$ cat config.mk
export PLATFORM = sky130hd
export DESIGN_NAME = core_exec
export DESIGN_NICKNAME = d
export VERILOG_FILES = /design/src/core_exec_pkg.sv /design/src/exec_if.sv /design/src/core_exec.sv /design/src/exec_alu.sv /design/src/exec_seq.sv
export VERILOG_INCLUDE_DIRS = /design/src
export SDC_FILE = /design/constraint.sdc
export NUM_CORES = 1
export LEC_CHECK = 0
export ABC_AREA = 1
export BUFFER_PORTS_ARGS = -buffer_cell sky130_fd_sc_hd__buf_2
export CORE_AREA = 2 2 87 89
export CTS_CLUSTER_DIAMETER = 200
export DETAILED_ROUTE_END_ITERATION = 10
export DIE_AREA = 0 0 89 91
export PLACE_DENSITY = 0.66
export SYNTH_ARGS = -nofsm -noshare
export SYNTH_HDL_FRONTEND = slang
export SYNTH_HIERARCHICAL = 1
export SYNTH_SLANG_ARGS = --single-unit
$ cat constraint.sdc
create_clock -name mclk -period 2 [get_ports mclk]
set_input_delay 0.4 -clock mclk [delete_from_list [all_inputs] [get_ports mclk]]
set_output_delay 0.4 -clock mclk [all_outputs]
set_load 0.01 [all_outputs]
$ cat src/core_exec_params.svh
// Constants for the instruction execution subset: widths, vectors, reset values, cycle counts
`ifndef CORE_EXEC_PARAMS_SVH
`define CORE_EXEC_PARAMS_SVH

// Datapath widths
`define DATA_W              8
`define RADDR_W             7
`define PC_W                11
`define PC_HI_W             3

// Field positions inside the program counter and table pointer
`define PC_HI_MSB           10
`define PC_HI_LSB           8
`define PC_LO_MSB           7
`define PC_LO_LSB           0
`define TPTR_MSB            2
`define TPTR_LSB            0

// Fixed software trap vector
`define TRAP_VECTOR         11'h001

// Reset values
`define WREG_RST            8'h00
`define IEN_RST             1'b0
`define NULL_FLAG_RST       1'b0
`define PC_RST              11'h000
`define RADDR_RST           7'h00

// Extra cycles after the issue cycle, per operation class
`define EXTRA_NONE          2'h0
`define EXTRA_SKIP          2'h1
`define EXTRA_JUMP          2'h1
`define EXTRA_TRAP          2'h1

`endif

$ cat src/core_exec_pkg.sv
// Types shared by the execution subset modules
package core_exec_pkg;

	// Operation selector presented by the decoder
	typedef enum logic [2:0] {
		OP_NONE          = 3'h0,
		OP_ENABLE_INT    = 3'h1,
		OP_PLUS_ONE      = 3'h2,
		OP_PLUS_ONE_SKIP = 3'h3,
		OP_COMPUTED_JUMP = 3'h4,
		OP_SOFT_TRAP     = 3'h5,
		OP_OR_IMM        = 3'h6
	} exec_op_t;

	// Sequencer states, one-hot
	typedef enum logic [1:0] {
		ST_RUN  = 2'b01,
		ST_HOLD = 2'b10
	} seq_state_t;

endpackage

$ cat src/exec_if.sv
// Carrier between the execution core, its arithmetic unit and its cycle sequencer
`timescale 1ns/1ns
interface exec_if;
	import core_exec_pkg::*;

	exec_op_t     op;          // Operation under execution
	logic [7:0]   operand;     // Register operand value
	logic [7:0]   wreg;        // Working register value
	logic [7:0]   imm;         // Immediate field
	logic [7:0]   result;      // Arithmetic result
	logic         result_zero; // Result is all zeros
	logic         start;       // Instruction accepted this cycle
	logic [1:0]   extra;       // Extra cycles to hold after issue
	logic         ready;       // Sequencer can accept an instruction

	modport core (output op, operand, wreg, imm, start, extra, input result, result_zero, ready);
	modport alu  (input op, operand, wreg, imm, output result, result_zero);
	modport seq  (input start, extra, output ready);
endinterface

$ cat src/core_exec.sv
// Execution logic for a subset of the 8-bit core's instructions
//
// Overview of operation
// RL1: Enable-interrupts sets global enable, one cycle
// RL2: Increment register; dest 0 working, 1 register
// RL3: Increment-skip writes result per destination select
// RL4: Zero result discards fetched next instruction
// RL5: Increment-skip: one cycle, two when skipping
// RL6: Jump target is table pointer and working
// RL7: Computed jump takes two cycles, flags kept
// RL8: Trap pushes program counter plus one
// RL9: Trap then loads vector 0x001 into PC
// RL10: OR immediate into working, updates flag, one cycle
// RL11: Null flag set on zero result, else cleared
//
// An instruction is accepted on the rising mclk edge where instr_valid and
// instr_ready are both high. Its effects appear on the registered outputs
// from that edge on. Multi-cycle operations drop instr_ready for the extra
// cycles, so the decoder naturally sees the required cycle counts.
//
// Timing hazards and limitations:
// - reg_rdata feeds the arithmetic unit combinationally, so the register
//   file must present the addressed value in the same cycle as the request.
// - The skip decision also depends on reg_rdata through the zero detect, so
//   instr_ready after a skip follows the operand, not only the op code.
// - The computed jump uses the working register value from before the edge;
//   a working register update and a jump cannot be issued in one cycle.
// - pc_current must hold the address of the instruction being issued; the
//   trap return address wraps within the 11-bit program counter.
// - Op codes 0 and 7 are accepted and change nothing, so a stalled decoder
//   can present them freely.
// - The increment-and-skip leaves result_null_flag alone; only the plain
//   increment and the OR immediate update it.
// - Strobes (reg_we, pc_load, stack_push, discard_next) stand for one cycle;
//   the address and data outputs beside them hold until the next strobe.
// - The trap is treated as a two-cycle operation, like the computed jump.
//
// Interrupt enable has no clear path in this subset; it only leaves its
// reset value through the enable-interrupts operation.
`timescale 1ns/1ns
`include "core_exec_params.svh"
module core_exec
	import core_exec_pkg::*;
(
	input  wire logic                    mclk,
	input  wire logic                    rst_n,
	input  wire logic                    instr_valid,
	input  wire logic [2:0]              instr_op,
	input  wire logic [`RADDR_W-1:0]     instr_reg_addr,
	input  wire logic                    instr_dest,
	input  wire logic [`DATA_W-1:0]      instr_imm,
	input  wire logic [`DATA_W-1:0]      reg_rdata,
	input  wire logic [`PC_HI_W-1:0]     table_high_pointer,
	input  wire logic [`PC_W-1:0]        pc_current,
	output logic                         instr_ready,
	output logic [`DATA_W-1:0]           working_register,
	output logic                         global_interrupt_enable,
	output logic                         result_null_flag,
	output logic                         reg_we,
	output logic [`RADDR_W-1:0]          reg_waddr,
	output logic [`DATA_W-1:0]           reg_wdata,
	output logic                         pc_load,
	output logic [`PC_W-1:0]             pc_value,
	output logic                         stack_push,
	output logic [`PC_W-1:0]             stack_data,
	output logic                         discard_next
);

	// Internal carrier to the arithmetic unit and the sequencer
	exec_if ex ();

	exec_op_t                op;            // Decoded operation
	logic                    accept;        // Instruction taken this cycle

	// Architectural state
	logic [`DATA_W-1:0]      wreg_r;        // Working register
	logic [`DATA_W-1:0]      wreg_nxt;      // Next working register
	logic                    ien_r;         // Global interrupt enable
	logic                    ien_nxt;       // Next global interrupt enable
	logic                    null_r;        // Zero result flag
	logic                    null_nxt;      // Next zero result flag

	// Register file write port
	logic                    reg_we_r;      // Write strobe
	logic                    reg_we_nxt;    // Next write strobe
	logic [`RADDR_W-1:0]     reg_waddr_r;   // Write address
	logic [`RADDR_W-1:0]     reg_waddr_nxt; // Next write address
	logic [`DATA_W-1:0]      reg_wdata_r;   // Write data
	logic [`DATA_W-1:0]      reg_wdata_nxt; // Next write data

	// Program flow outputs
	logic                    pc_load_r;     // Program counter load strobe
	logic                    pc_load_nxt;   // Next load strobe
	logic [`PC_W-1:0]        pc_value_r;    // Program counter load value
	logic [`PC_W-1:0]        pc_value_nxt;  // Next load value
	logic                    push_r;        // Stack push strobe
	logic                    push_nxt;      // Next push strobe
	logic [`PC_W-1:0]        push_data_r;   // Return address pushed
	logic [`PC_W-1:0]        push_data_nxt; // Next return address
	logic                    discard_r;     // Discard fetched instruction
	logic                    discard_nxt;   // Next discard strobe

	// Build the computed jump target from pointer and working register
	function automatic logic [`PC_W-1:0] jump_target(
		input logic [`PC_HI_W-1:0] hi,
		input logic [`DATA_W-1:0]  lo
	);
		jump_target = {hi[`TPTR_MSB:`TPTR_LSB], lo}; // RL6
	endfunction

	// Return address: current program counter plus one
	function automatic logic [`PC_W-1:0] return_addr(input logic [`PC_W-1:0] pc);
		return_addr = pc + 11'h001;
	endfunction

	// Decode and accept
	assign op     = exec_op_t'(instr_op);
	assign accept = instr_valid && ex.ready;

	// Drive the arithmetic unit and sequencer
	assign ex.op      = op;
	assign ex.operand = reg_rdata;
	assign ex.wreg    = wreg_r;
	assign ex.imm     = instr_imm;
	assign ex.start   = accept;

	// Extra cycles per operation; skip only when the increment wraps to zero
	always_comb begin
		unique case (op)
			OP_PLUS_ONE_SKIP: begin
				ex.extra = ex.result_zero ? `EXTRA_SKIP : `EXTRA_NONE; // RL5
			end
			OP_COMPUTED_JUMP: begin
				// Branch always needs a second cycle
				ex.extra = `EXTRA_JUMP; // RL7
			end
			OP_SOFT_TRAP: begin
				// Push and vector take a second cycle
				ex.extra = `EXTRA_TRAP;
			end
			default: begin
				// Single-cycle operations
				ex.extra = `EXTRA_NONE;
			end
		endcase
	end

	// Arithmetic unit
	exec_alu u_alu (
		.bus   (ex.alu)
	);

	// Cycle sequencer
	exec_seq u_seq (
		.mclk  (mclk),
		.rst_n (rst_n),
		.bus   (ex.seq)
	);

	// Next values of architectural state
	always_comb begin
		wreg_nxt = wreg_r;
		ien_nxt  = ien_r;
		null_nxt = null_r;
		if (accept) begin
			unique case (op)
				OP_ENABLE_INT: begin
					// Allow all interrupt requests
					ien_nxt = 1'b1; // RL1
				end
				OP_PLUS_ONE: begin
					// Result to working register when destination is 0
					if (!instr_dest) begin
						wreg_nxt = ex.result; // RL2
					end
					null_nxt = ex.result_zero; // RL11
				end
				OP_PLUS_ONE_SKIP: begin
					// Flags untouched, only the destination changes
					if (!instr_dest) begin
						wreg_nxt = ex.result; // RL3
					end
				end
				OP_OR_IMM: begin
					// Working register always takes the OR result
					wreg_nxt = ex.result; // RL10
					null_nxt = ex.result_zero; // RL11
				end
				default: begin
					// Jump and trap leave state and flags alone
					wreg_nxt = wreg_r; // RL7
				end
			endcase
		end
	end

	// Architectural state registers
	always_ff @(posedge mclk) begin
		if (!rst_n) begin
			// Reset to idle values
			wreg_r <= `WREG_RST;
			ien_r  <= `IEN_RST;
			null_r <= `NULL_FLAG_RST;
		end else begin
			// Take the computed next values
			wreg_r <= wreg_nxt;
			ien_r  <= ien_nxt;
			null_r <= null_nxt;
		end
	end

	// Next values of the register file write port
	always_comb begin
		reg_we_nxt    = 1'b0;
		reg_waddr_nxt = reg_waddr_r;
		reg_wdata_nxt = reg_wdata_r;
		// Destination 1 writes the result back to the source register
		if (accept && instr_dest && (op == OP_PLUS_ONE || op == OP_PLUS_ONE_SKIP)) begin
			reg_we_nxt    = 1'b1; // RL2 RL3
			reg_waddr_nxt = instr_reg_addr;
			reg_wdata_nxt = ex.result;
		end
	end

	// Register file write port registers
	always_ff @(posedge mclk) begin
		if (!rst_n) begin
			// No write pending after reset
			reg_we_r    <= 1'b0;
			reg_waddr_r <= `RADDR_RST;
			reg_wdata_r <= `WREG_RST;
		end else begin
			reg_we_r    <= reg_we_nxt;
			reg_waddr_r <= reg_waddr_nxt;
			reg_wdata_r <= reg_wdata_nxt;
		end
	end

	// Next values of the program flow outputs
	always_comb begin
		pc_load_nxt   = 1'b0;
		pc_value_nxt  = pc_value_r;
		push_nxt      = 1'b0;
		push_data_nxt = push_data_r;
		discard_nxt   = 1'b0;
		if (accept) begin
			unique case (op)
				OP_PLUS_ONE_SKIP: begin
					// Zero result turns the prefetched instruction into a no-op
					discard_nxt = ex.result_zero; // RL4
				end
				OP_COMPUTED_JUMP: begin
					// Unconditional branch to the computed target
					pc_load_nxt  = 1'b1; // RL6
					pc_value_nxt = jump_target(table_high_pointer, wreg_r); // RL6
				end
				OP_SOFT_TRAP: begin
					// Push return address and vector to the trap entry in the same cycle
					push_nxt      = 1'b1; // RL8
					push_data_nxt = return_addr(pc_current); // RL8
					pc_load_nxt   = 1'b1; // RL9
					pc_value_nxt  = `TRAP_VECTOR; // RL9
				end
				default: begin
					// No change of program flow
					pc_load_nxt = 1'b0;
				end
			endcase
		end
	end

	// Program flow registers
	always_ff @(posedge mclk) begin
		if (!rst_n) begin
			// No flow change pending after reset
			pc_load_r   <= 1'b0;
			pc_value_r  <= `PC_RST;
			push_r      <= 1'b0;
			push_data_r <= `PC_RST;
			discard_r   <= 1'b0;
		end else begin
			pc_load_r   <= pc_load_nxt;
			pc_value_r  <= pc_value_nxt;
			push_r      <= push_nxt;
			push_data_r <= push_data_nxt;
			discard_r   <= discard_nxt;
		end
	end

	// Outputs come straight from flops
	assign instr_ready             = ex.ready;
	assign working_register        = wreg_r;
	assign global_interrupt_enable = ien_r;
	assign result_null_flag        = null_r;
	assign reg_we                  = reg_we_r;
	assign reg_waddr               = reg_waddr_r;
	assign reg_wdata               = reg_wdata_r;
	assign pc_load                 = pc_load_r;
	assign pc_value                = pc_value_r;
	assign stack_push              = push_r;
	assign stack_data              = push_data_r;
	assign discard_next            = discard_r;

endmodule

$ cat src/exec_alu.sv
// Arithmetic unit: increment and OR-immediate with zero detection
`timescale 1ns/1ns
`include "core_exec_params.svh"
module exec_alu
	import core_exec_pkg::*;
(
	exec_if.alu    bus
);

	// Add one, wrapping from all ones to zero
	function automatic logic [7:0] plus_one(input logic [7:0] v);
		plus_one = v + 8'h01;
	endfunction

	// Zero detect on an 8-bit result
	function automatic logic is_zero(input logic [7:0] v);
		is_zero = (v == 8'h00);
	endfunction

	// Select result by operation
	always_comb begin
		unique case (bus.op)
			OP_PLUS_ONE,
			OP_PLUS_ONE_SKIP: begin
				bus.result = plus_one(bus.operand); // RL2
			end
			OP_OR_IMM: begin
				bus.result = bus.wreg | bus.imm; // RL10
			end
			default: begin
				bus.result = bus.wreg;
			end
		endcase
		bus.result_zero = is_zero(bus.result); // RL11
	end

endmodule

$ cat src/exec_seq.sv
// Cycle sequencer: holds off issue for the extra cycles of multi-cycle operations
`timescale 1ns/1ns
`include "core_exec_params.svh"
module exec_seq
	import core_exec_pkg::*;
(
	input  wire logic  mclk,
	input  wire logic  rst_n,
	exec_if.seq        bus
);

	seq_state_t    state_r;   // Current state
	seq_state_t    state_nxt; // Next state
	logic [1:0]    cnt_r;     // Remaining hold cycles
	logic [1:0]    cnt_nxt;   // Next hold count

	// Next-state logic
	always_comb begin
		state_nxt = state_r;
		cnt_nxt   = cnt_r;
		unique case (state_r)
			ST_RUN: begin
				// Multi-cycle operation blocks the next issue
				if (bus.start && (bus.extra != `EXTRA_NONE)) begin
					state_nxt = ST_HOLD;
					cnt_nxt   = bus.extra - 2'h1;
				end
			end
			ST_HOLD: begin
				// Count down the extra cycles
				if (cnt_r == 2'h0) begin
					state_nxt = ST_RUN;
				end else begin
					cnt_nxt = cnt_r - 2'h1;
				end
			end
			default: begin
				state_nxt = ST_RUN;
				cnt_nxt   = 2'h0;
			end
		endcase
	end

	// State registers
	always_ff @(posedge mclk) begin
		if (!rst_n) begin
			state_r <= ST_RUN;
			cnt_r   <= 2'h0;
		end else begin
			state_r <= state_nxt;
			cnt_r   <= cnt_nxt;
		end
	end

	// Ready is the RUN bit of the one-hot state flop
	assign bus.ready = state_r[0];

endmodule

==> results of run 1 <==
==> state kept, by name, indices dropped and copies added, names as in the netlist, 2 cells and up <==
| signal | cells |
|---|---|
| u_seq/state_r | 2 |
| reg_waddr | 7 |
| stack_data | 11 |
| reg_wdata | 8 |
| u_seq/cnt_r | 2 |
| working_register | 8 |
| pc_value | 11 |
==> layer usage <==
metal | part of all wire [%] | wire (um)
met5 | 0 | 0
met4 | 1.1 | 87
met3 | 5.5 | 426
met2 | 48 | 3710
met1 | 45 | 3470
==> worst max-delay path by stage <==
stage	start	end	depth (start not counted)
2_1_floorplan	reg_rdata[0]	u_seq/cnt_r[1]	17
3_3_place_gp	reg_rdata[0]	u_seq/cnt_r[1]	18
3_5_place_dp	reg_rdata[0]	u_seq/state_r[1]	17
4_1_cts	reg_rdata[0]	u_seq/state_r[1]	17
5_1_grt	reg_rdata[1]	u_seq/cnt_r[1]	18
6_report	reg_rdata[1]	u_seq/cnt_r[1]	18
==> metrics by stage <==
stage	cells	power (uW)	TNS, ps	hold WS (ps)
floorplan	405	1670	0	464
global placement	613	1900	-971	440
detailed placement	613	1910	-1070	458
CTS	621	2580	0	278
global route	629	2780	-110	288
finish	629	2620	0	293
==> final cells by class <==
cell class / count / area, sq um
fill: 767 / 3420
multi-input combinational: 301 / 1510
inverter: 39 / 146
clock inverter: 2 / 16.3
tap: 99 / 124
clock buffer: 6 / 82.6
sequential: 55 / 1100
timing repair buffer: 127 / 734
==> power groups by stage <==
stage | Combinational [uW] | Clock [uW] | Sequential (uW)
2_1_floorplan | 401 | 0 | 1270
3_3_place_gp | 645 | 0 | 1250
3_5_place_dp | 657 | 0 | 1260
4_1_cts | 663 | 678 | 1230
5_1_grt | 821 | 716 | 1250
6_report | 733 | 657 | 1230
==> repair_timing <==
item,CTS,global route
gates resized for setup,0,33
endpoints found under the setup margin,0,4
setup buffers,0,8
hold buffers,0,0
==> logic make-up after synthesis <==
logic type	after synthesis	synth area share, %
fa+ha+maj	5	2.27
other cells	1	0.136
simple gates	228	36.3
flops	55	39.9
xor+xnor	3	0.953
buf+inv	49	8.12
compound gates	63	12.3
==> cell usage after synthesis, drive strengths merged <==
library cell  instances
a21oi                23
a22oi                 1
buf                   8
clkbuf                2
clkinv                1
conb                  1
dfxtp                55
ha                    5
inv                  38
nand2               100
nand3                49
nand3b                1
nand4                 2
nor2                 70
nor3                  4
nor4                  1
o211ai                1
o21ai                35
o21bai                2
o31ai                 1
or2                   1
xnor2                 2
xor2                  1
==> critical path, cell delays in order <==
cell	delay (ps)
buf_8	100
ha_4	220
or2_0	190
nand3_1	100
nand2_1	60
nor2_1	100
nand2_1	70
nor2_2	140
nand3_2	90
nand2_2	70
inv_2	40
nand2_2	60
nand2_2	60
nand2_2	60
nand2_1	50
nor2_1	120
nand2_1	80
a21oi_2	130
==> metrics.cfg, run 1 <==
[min_path]
hold_end=stack_data[0]
worst_hold_path.num_cells=2
worstHoldPathType=in2reg
hold_start=pc_current[0]

[finish]
diodes=0
drive_above_1_share_pct=33.6
num-nets-final=578
fin_util_pct=52.1
mostFrequentLayoutCells=buf_2, nand2_1, nor2_1
syn2layout_area_growth_pct=34.9
fin_area_sq_um=3720
layout_commonest_cell=buf_2

[logic_synthesis]
yosys.area.top_type=dfxtp_1
netlist_instances=404
yosys_register_bits=55
yosys_warnings=6
syn_area_sq_um=2760
synth_top_area_share_pct=39.9
synth.distinct_cells=34
synth_seq_area_share_pct=39.9
syn-mean-instance-area_sq_um=6.83
ys_top_cells_by_area=dfxtp_1, nand2_1, nand3_1, nor2_1, o21ai_0

[route]
wire_per_inst_um=12.2
drcViolationCount=0
vias_per_cell=4.76
drtPass1Iterations=4
ant_nets=0
drt-initial-drc-count=112
via_count=2993
wl_um=7700

[power_and_ir_drop]
p_seq_share_pct=47.0
p_clk_share_pct=25.0
p_comb_share_pct=27.9
switching_share_pct=33.4
p_switching_uw=876
internal_power_uw=1750
vdd_ir_drop_max_mv=0.394
p_leak_uw=0.00197
powerDensity_nw_per_um2=706

[global_route]
busiest_layer=met2
grtUsageTotal_pct=18.1
met3_usage_pct=3.55
grt_pass1_vias=2684
met1_usage_pct=23.4
grtUsageMet2_pct=30.1
antenna_found_initial=0
grt_remaining_overflow=0
grt_max_degree=23
grt_pass1_wl_um=11900

[setup_path]
r2r-end=u_seq/cnt_r[1]
r2r_slack_ps=140
critPathKind=in2reg
required_ps=2250
r2r-start=working_register[1]
worstPathArrival_ps=2130
critical_path.startpoint_type=primary input
r2r_cells=17
end_kind=flip-flop
crit_path_max_fanout=2

[timing]
setup_slack_ps=116
finalCriticalPeriod_ps=1880
finalMaxSlewViolations=0
finalHoldViolCount=0
max_freq_mhz=531
finalSetupViolCount=0
rsz0062_at_grt=true
period_share_pct=94.2
skew_ps=3.41

[clock_network]
htree_levels=2
cts_made_buffers=5
clk_pin_slew_ps=100
cts_buffer_depth=2
cts-root-buf=clkbuf_8
cts_tree=built
clkSinkCount=55
clock_latency_ps=300

[die]
start_util_pct=38.6
core_sq_um=7140
ioPinCount=96
rows=31
die-area_sq_um=8100
die_w_um=89
die_y_um=91

[placement]
gp_congestion=0.871
post_dp_cell_area_sq_um=3460
pre_cts_slack_ps=-293
port_buffers=95
dp.final_hpwl_um=5670

[job]
maxCapViolCount=0

[status]
outcome=completed

No activity file was read; power rests on OpenSTA's default activity.
==> run 2: changes to the inputs <==
- BUFFER_PORTS_ARGS: -buffer_cell sky130_fd_sc_hd__buf_2 -> unset
- DONT_BUFFER_PORTS: unset -> 1
- PLACE_DENSITY: 0.66 -> 0.54
- SLEW_MARGIN: unset -> 20
==> metrics.cfg, run 2 (synthesis results as in run 1) <==
[route]
vias_per_cell=4.89  ; was 4.76
drt-met1-wl_um=3330  ; was 3470 um
wl_um=7280  ; was 7700 um
drcViolationCount=0  ; unchanged
dr_wl_met3_um=565  ; was 426 um
ant_nets=0  ; unchanged
drtPass1Iterations=4  ; unchanged
drt-initial-drc-count=108  ; was 112
routed-wl-met2_um=3320  ; was 3710 um
via_count=2566  ; was 2,993
top_layer=met4  ; unchanged
wire_per_inst_um=13.9  ; was 12.2 um

[finish]
drive_above_1_share_pct=15.7  ; was 33.6%
layout_commonest_cell=nand2_1  ; was buf_2
fin_util_pct=43.9  ; was 52.1%
syn2layout_area_growth_pct=13.7  ; was 34.9%
stdcell_count=525  ; was 629
mostFrequentLayoutCells=nand2_1, nor2_1, dfxtp_1  ; was buf_2, nand2_1, nor2_1
num-nets-final=474  ; was 578
diodes=0  ; unchanged

[clock_network]
clock_latency_ps=310  ; was 300 ps
clkSinkCount=55  ; unchanged
cts_made_buffers=5  ; unchanged
cts_buffer_depth=2  ; unchanged
postCtsHoldBufs=0  ; unchanged
cts_tree=built  ; unchanged
clk_pin_slew_ps=110  ; was 100 ps
cts-root-buf=clkbuf_8  ; unchanged
htree_levels=2  ; unchanged

[timing]
setup_tns_ps=0  ; unchanged
skew_ps=11.4  ; was 3.41 ps
hold_ws_ps=157  ; was 293 ps
finalSetupViolCount=0  ; unchanged
max_freq_mhz=541  ; was 531 MHz
finalCriticalPeriod_ps=1850  ; was 1880 ps
finalHoldViolCount=0  ; unchanged
period_share_pct=92.3  ; was 94.2%
finalMaxSlewViolations=0  ; unchanged

[die]
die-area_sq_um=8100  ; unchanged
die_w_um=89  ; unchanged
start_util_pct=38.6  ; unchanged
ioPinCount=96  ; unchanged
core_sq_um=7140  ; unchanged
die_y_um=91  ; unchanged
rows=31  ; unchanged

[power_and_ir_drop]
powerDensity_nw_per_um2=823  ; was 706 nW/um^2
vdd_ir_drop_max_mv=0.368  ; was 0.394 mV
p_leak_uw=0.00146  ; was 0.00197 uW

[global_route]
grt_pass1_wl_um=11000  ; was 11,900 um
antenna_found_initial=0  ; unchanged
grtUsageTotal_pct=17.3  ; was 18.1%
grt_remaining_overflow=0  ; unchanged
grt_max_degree=44  ; was 23
grt_pass1_vias=2322  ; was 2,684

[placement]
port_buffers=0  ; was 95
place_inst=513  ; was 613
dp.final_hpwl_um=5400  ; was 5670 um
gp_congestion=0.840  ; was 0.871

[status]
outcome=completed  ; unchanged

[setup_path]
critical_path.startpoint_type=primary input  ; unchanged
critPathKind=in2reg  ; unchanged
end_kind=flip-flop  ; unchanged
worstPathArrival_ps=2100  ; was 2130 ps
crit_path_max_fanout=6  ; was 2
required_ps=2250  ; about the same

[job]
maxCapViolCount=0  ; unchanged

[min_path]
worstHoldPathType=in2reg  ; unchanged

## run 2: cell count changes in the layout (fill, tap and decap cells not counted), sizes merged
cell | before | now
buf | 127 | 23
bufinv | 0 | 1
clkinv | 2 | 1
clkbuf | 6 | 5
inv | 38 | 39
## run 2: metrics by stage
stage                     power (uW)  setup slack, ps  area (sq um)
after floorplan                 1670             6.23          2760
after global placement          1780             -153          2950
after detailed placement        1790             -192          2950
after CTS                       2560             82.8          3070
after global routing            2730            -35.7          3130
final                           2580              153          3130
## run 2: final cells by class
cell class,instances,area (sq um)
sequential,55,1100
inverter,39,146
clock buffer,5,68.8
timing repair buffer,23,173
multi-input combinational,301,1470
fill,792,4000
tap,99,124
clock inverter,3,46.3
## run 2: layer usage
layer / vias up / track usage [%]
met5: - / 0
met4: 0 / 3.73
met3: 5 / 5.82
met2: 71 / 27.9
met1: 1151 / 22.4
li1: 1339 / -
## run 2: critical path, stage by stage
cell and delay [ps]:
ha_1 260, or2_0 200, nand3_1 110, nand2_1 60
nor2_1 100, nand2_1 70, nor2_2 140, nand3_2 100
nand2_2 70, inv_2 40, nand2_1 50, nand2_1 60
nand2_2 80, inv_2 50, nor2_2 120, nand2_1 80
a21oi_2 130
## run 2: timing repair
item	CTS	global route
resized for setup	0	17
endpoints found under the setup margin	0	4
hold endpoints to repair	0	0
setup buffers	0	4
## run 2: power by group
| part | internal (uW) | switching (uW) | total (uW) |
|---|---|---|---|
| sequential | 1170 | 87.7 | 1260 |
| clock | 378 | 390 | 768 |
| combinational | 207 | 346 | 552 |
| total | 1760 | 824 | 2580 |
## run 2: path summary, 6_finish.rpt
check                 startpoint             end  slack (ps)  depth (start not counted)
max reg2reg  working_register[5]  u_seq/cnt_r[0]         170                         15
max                 reg_rdata[0]  u_seq/cnt_r[0]         150                         17
min                pc_current[0]   stack_data[0]         160                          1
min reg2reg       u_seq/cnt_r[0]  u_seq/cnt_r[0]         510                          2
==> run 3: changes to the inputs <==
- CTS_BUF_LIST: unset -> sky130_fd_sc_hd__clkbuf_16
==> metrics.cfg, run 3 (synthesis results as in run 1) <==
[clock_network]
clkSinkCount=55  ; unchanged
cts_buffer_depth=2  ; unchanged
clk_pin_slew_ps=70  ; was 110 ps
cts_made_buffers=5  ; unchanged
clock_latency_ps=290  ; was 310 ps
cts_tree=built  ; unchanged
cts-root-buf=clkbuf_16  ; was clkbuf_8
htree_levels=2  ; unchanged

[min_path]
worstHoldPathType=in2reg  ; unchanged
hold_start=pc_current[0]  ; unchanged
hold_end=stack_data[0]  ; unchanged
worst_hold_path.num_cells=1  ; unchanged

[job]
maxCapViolCount=0  ; unchanged

[route]
drt-initial-drc-count=101  ; was 108
drtPass1Iterations=4  ; unchanged
vias_per_cell=4.90  ; was 4.89
drcViolationCount=0  ; unchanged
ant_nets=0  ; unchanged
via_count=2570  ; was 2,566
wire_per_inst_um=13.9  ; about the same
wl_um=7260  ; was 7280 um

[setup_path]
critical_path.startpoint_type=primary input  ; unchanged
r2r-start=working_register[1]  ; was working_register[5]
crit_path_max_fanout=6  ; unchanged
r2r-end=u_seq/cnt_r[0]  ; unchanged
worstPathArrival_ps=2090  ; was 2100 ps
required_ps=2220  ; was 2250 ps
r2r_slack_ps=180  ; was 170 ps
end_kind=flip-flop  ; unchanged
r2r_cells=17  ; was 15
critPathKind=in2reg  ; unchanged

[placement]
gp_congestion=0.840  ; unchanged
port_buffers=0  ; unchanged
dp.final_hpwl_um=5400  ; unchanged
pre_cts_slack_ps=-192  ; unchanged

[power_and_ir_drop]
p_total_uw=2830  ; was 2580 uW
p_leak_uw=0.00148  ; was 0.00146 uW
vdd_ir_drop_max_mv=0.421  ; was 0.368 mV
powerDensity_nw_per_um2=889  ; was 823 nW/um^2

[timing]
period_share_pct=93.5  ; was 92.3%
finalMaxSlewViolations=0  ; unchanged
finalHoldViolCount=0  ; unchanged
hold_ws_ps=194  ; was 157 ps
finalSetupViolCount=0  ; unchanged
max_freq_mhz=535  ; was 541 MHz
skew_ps=8.03  ; was 11.4 ps
finalCriticalPeriod_ps=1870  ; was 1850 ps
setup_tns_ps=0  ; unchanged
setup_slack_ps=131  ; was 153 ps

[die]
die_w_um=89  ; unchanged
ioPinCount=96  ; unchanged
die_y_um=91  ; unchanged
core_sq_um=7140  ; unchanged
start_util_pct=38.6  ; unchanged
die-area_sq_um=8100  ; unchanged
rows=31  ; unchanged

[finish]
drive_above_1_share_pct=15.8  ; was 15.7%
syn2layout_area_growth_pct=15.4  ; was 13.7%
diodes=0  ; unchanged
mostFrequentLayoutCells=nand2_1, nor2_1, dfxtp_1  ; unchanged
layout_commonest_cell=nand2_1  ; unchanged
num-nets-final=473  ; was 474

[global_route]
grt_remaining_overflow=0  ; unchanged
antenna_found_initial=0  ; unchanged
grtUsageTotal_pct=17.3  ; about the same
grt_max_degree=44  ; unchanged
grt_pass1_wl_um=11100  ; was 11,000 um
grt_pass1_vias=2330  ; was 2,322

[status]
outcome=completed  ; unchanged

[run 3: changes by cell type in the layout (fill, tap and decap cells not counted), sizes merged]
cell and change:
buf -1
[run 3: power breakdown]
group / total (uW) / internal, uW / switching, uW
Sequential: 1260 / 1170 / 87.9
Combinational: 574 / 221 / 353
Clock: 996 / 596 / 401
[run 3: worst max path at each step]
stage / startpoint / end / slack, ps / cells past startpoint
2_1_floorplan: reg_rdata[0] / u_seq/cnt_r[1] / 6 / 17
3_3_place_gp: reg_rdata[0] / u_seq/cnt_r[1] / -150 / 17
3_5_place_dp: reg_rdata[0] / u_seq/state_r[1] / -190 / 16
4_1_cts: working_register[5] / u_seq/state_r[1] / 90 / 14
5_1_grt: reg_rdata[0] / u_seq/cnt_r[0] / -30 / 17
6_report: reg_rdata[0] / u_seq/cnt_r[0] / 130 / 17
[run 3: layout make-up]
type                       count  area [sq um]
inverter                      39           146
timing repair buffer          22           165
sequential                    55          1100
clock inverter                 3          46.3
multi-input combinational    301          1470
tap                           99           124
fill                         789          3950
clock buffer                   5           125
[run 3: layer usage]
metal	GRT usage (%)	up-vias	share of wire (%)
met5	0	-	0
met4	2.99	0	0.52
met3	6.09	2	8.2
met2	28.0	71	46
met1	22.5	1159	45
li1	-	1338	-
[run 3: what timing repair did]
| item | in CTS | in global routing |
|---|---|---|
| buffers inserted | 0 | 3 |
| resized for setup | 0 | 17 |
| endpoints found under the setup margin | 0 | 4 |
| hold buffers | 0 | 0 |
[run 3: worst max-delay path: stages]
cell	delay (ps)
ha_1	260
or2_0	200
nand3_1	110
nand2_1	60
nor2_1	100
nand2_1	70
nor2_2	140
nand3_2	100
nand2_2	70
inv_2	40
nand2_2	60
nand2_2	40
nand2_2	70
inv_2	50
nor2_2	120
nand2_1	80
a21oi_2	130
[run 3: metrics by stage]
| step | cells | utilization, % | instance area [sq um] |
|---|---|---|---|
| floorplan | 405 | - | 2760 |
| global placement | 513 | 41.3 | 2950 |
| detailed placement | 513 | 41.3 | 2950 |
| CTS | 521 | 43.7 | 3120 |
| global route | 524 | 44.6 | 3180 |
| finish | 524 | 44.6 | 3180 |
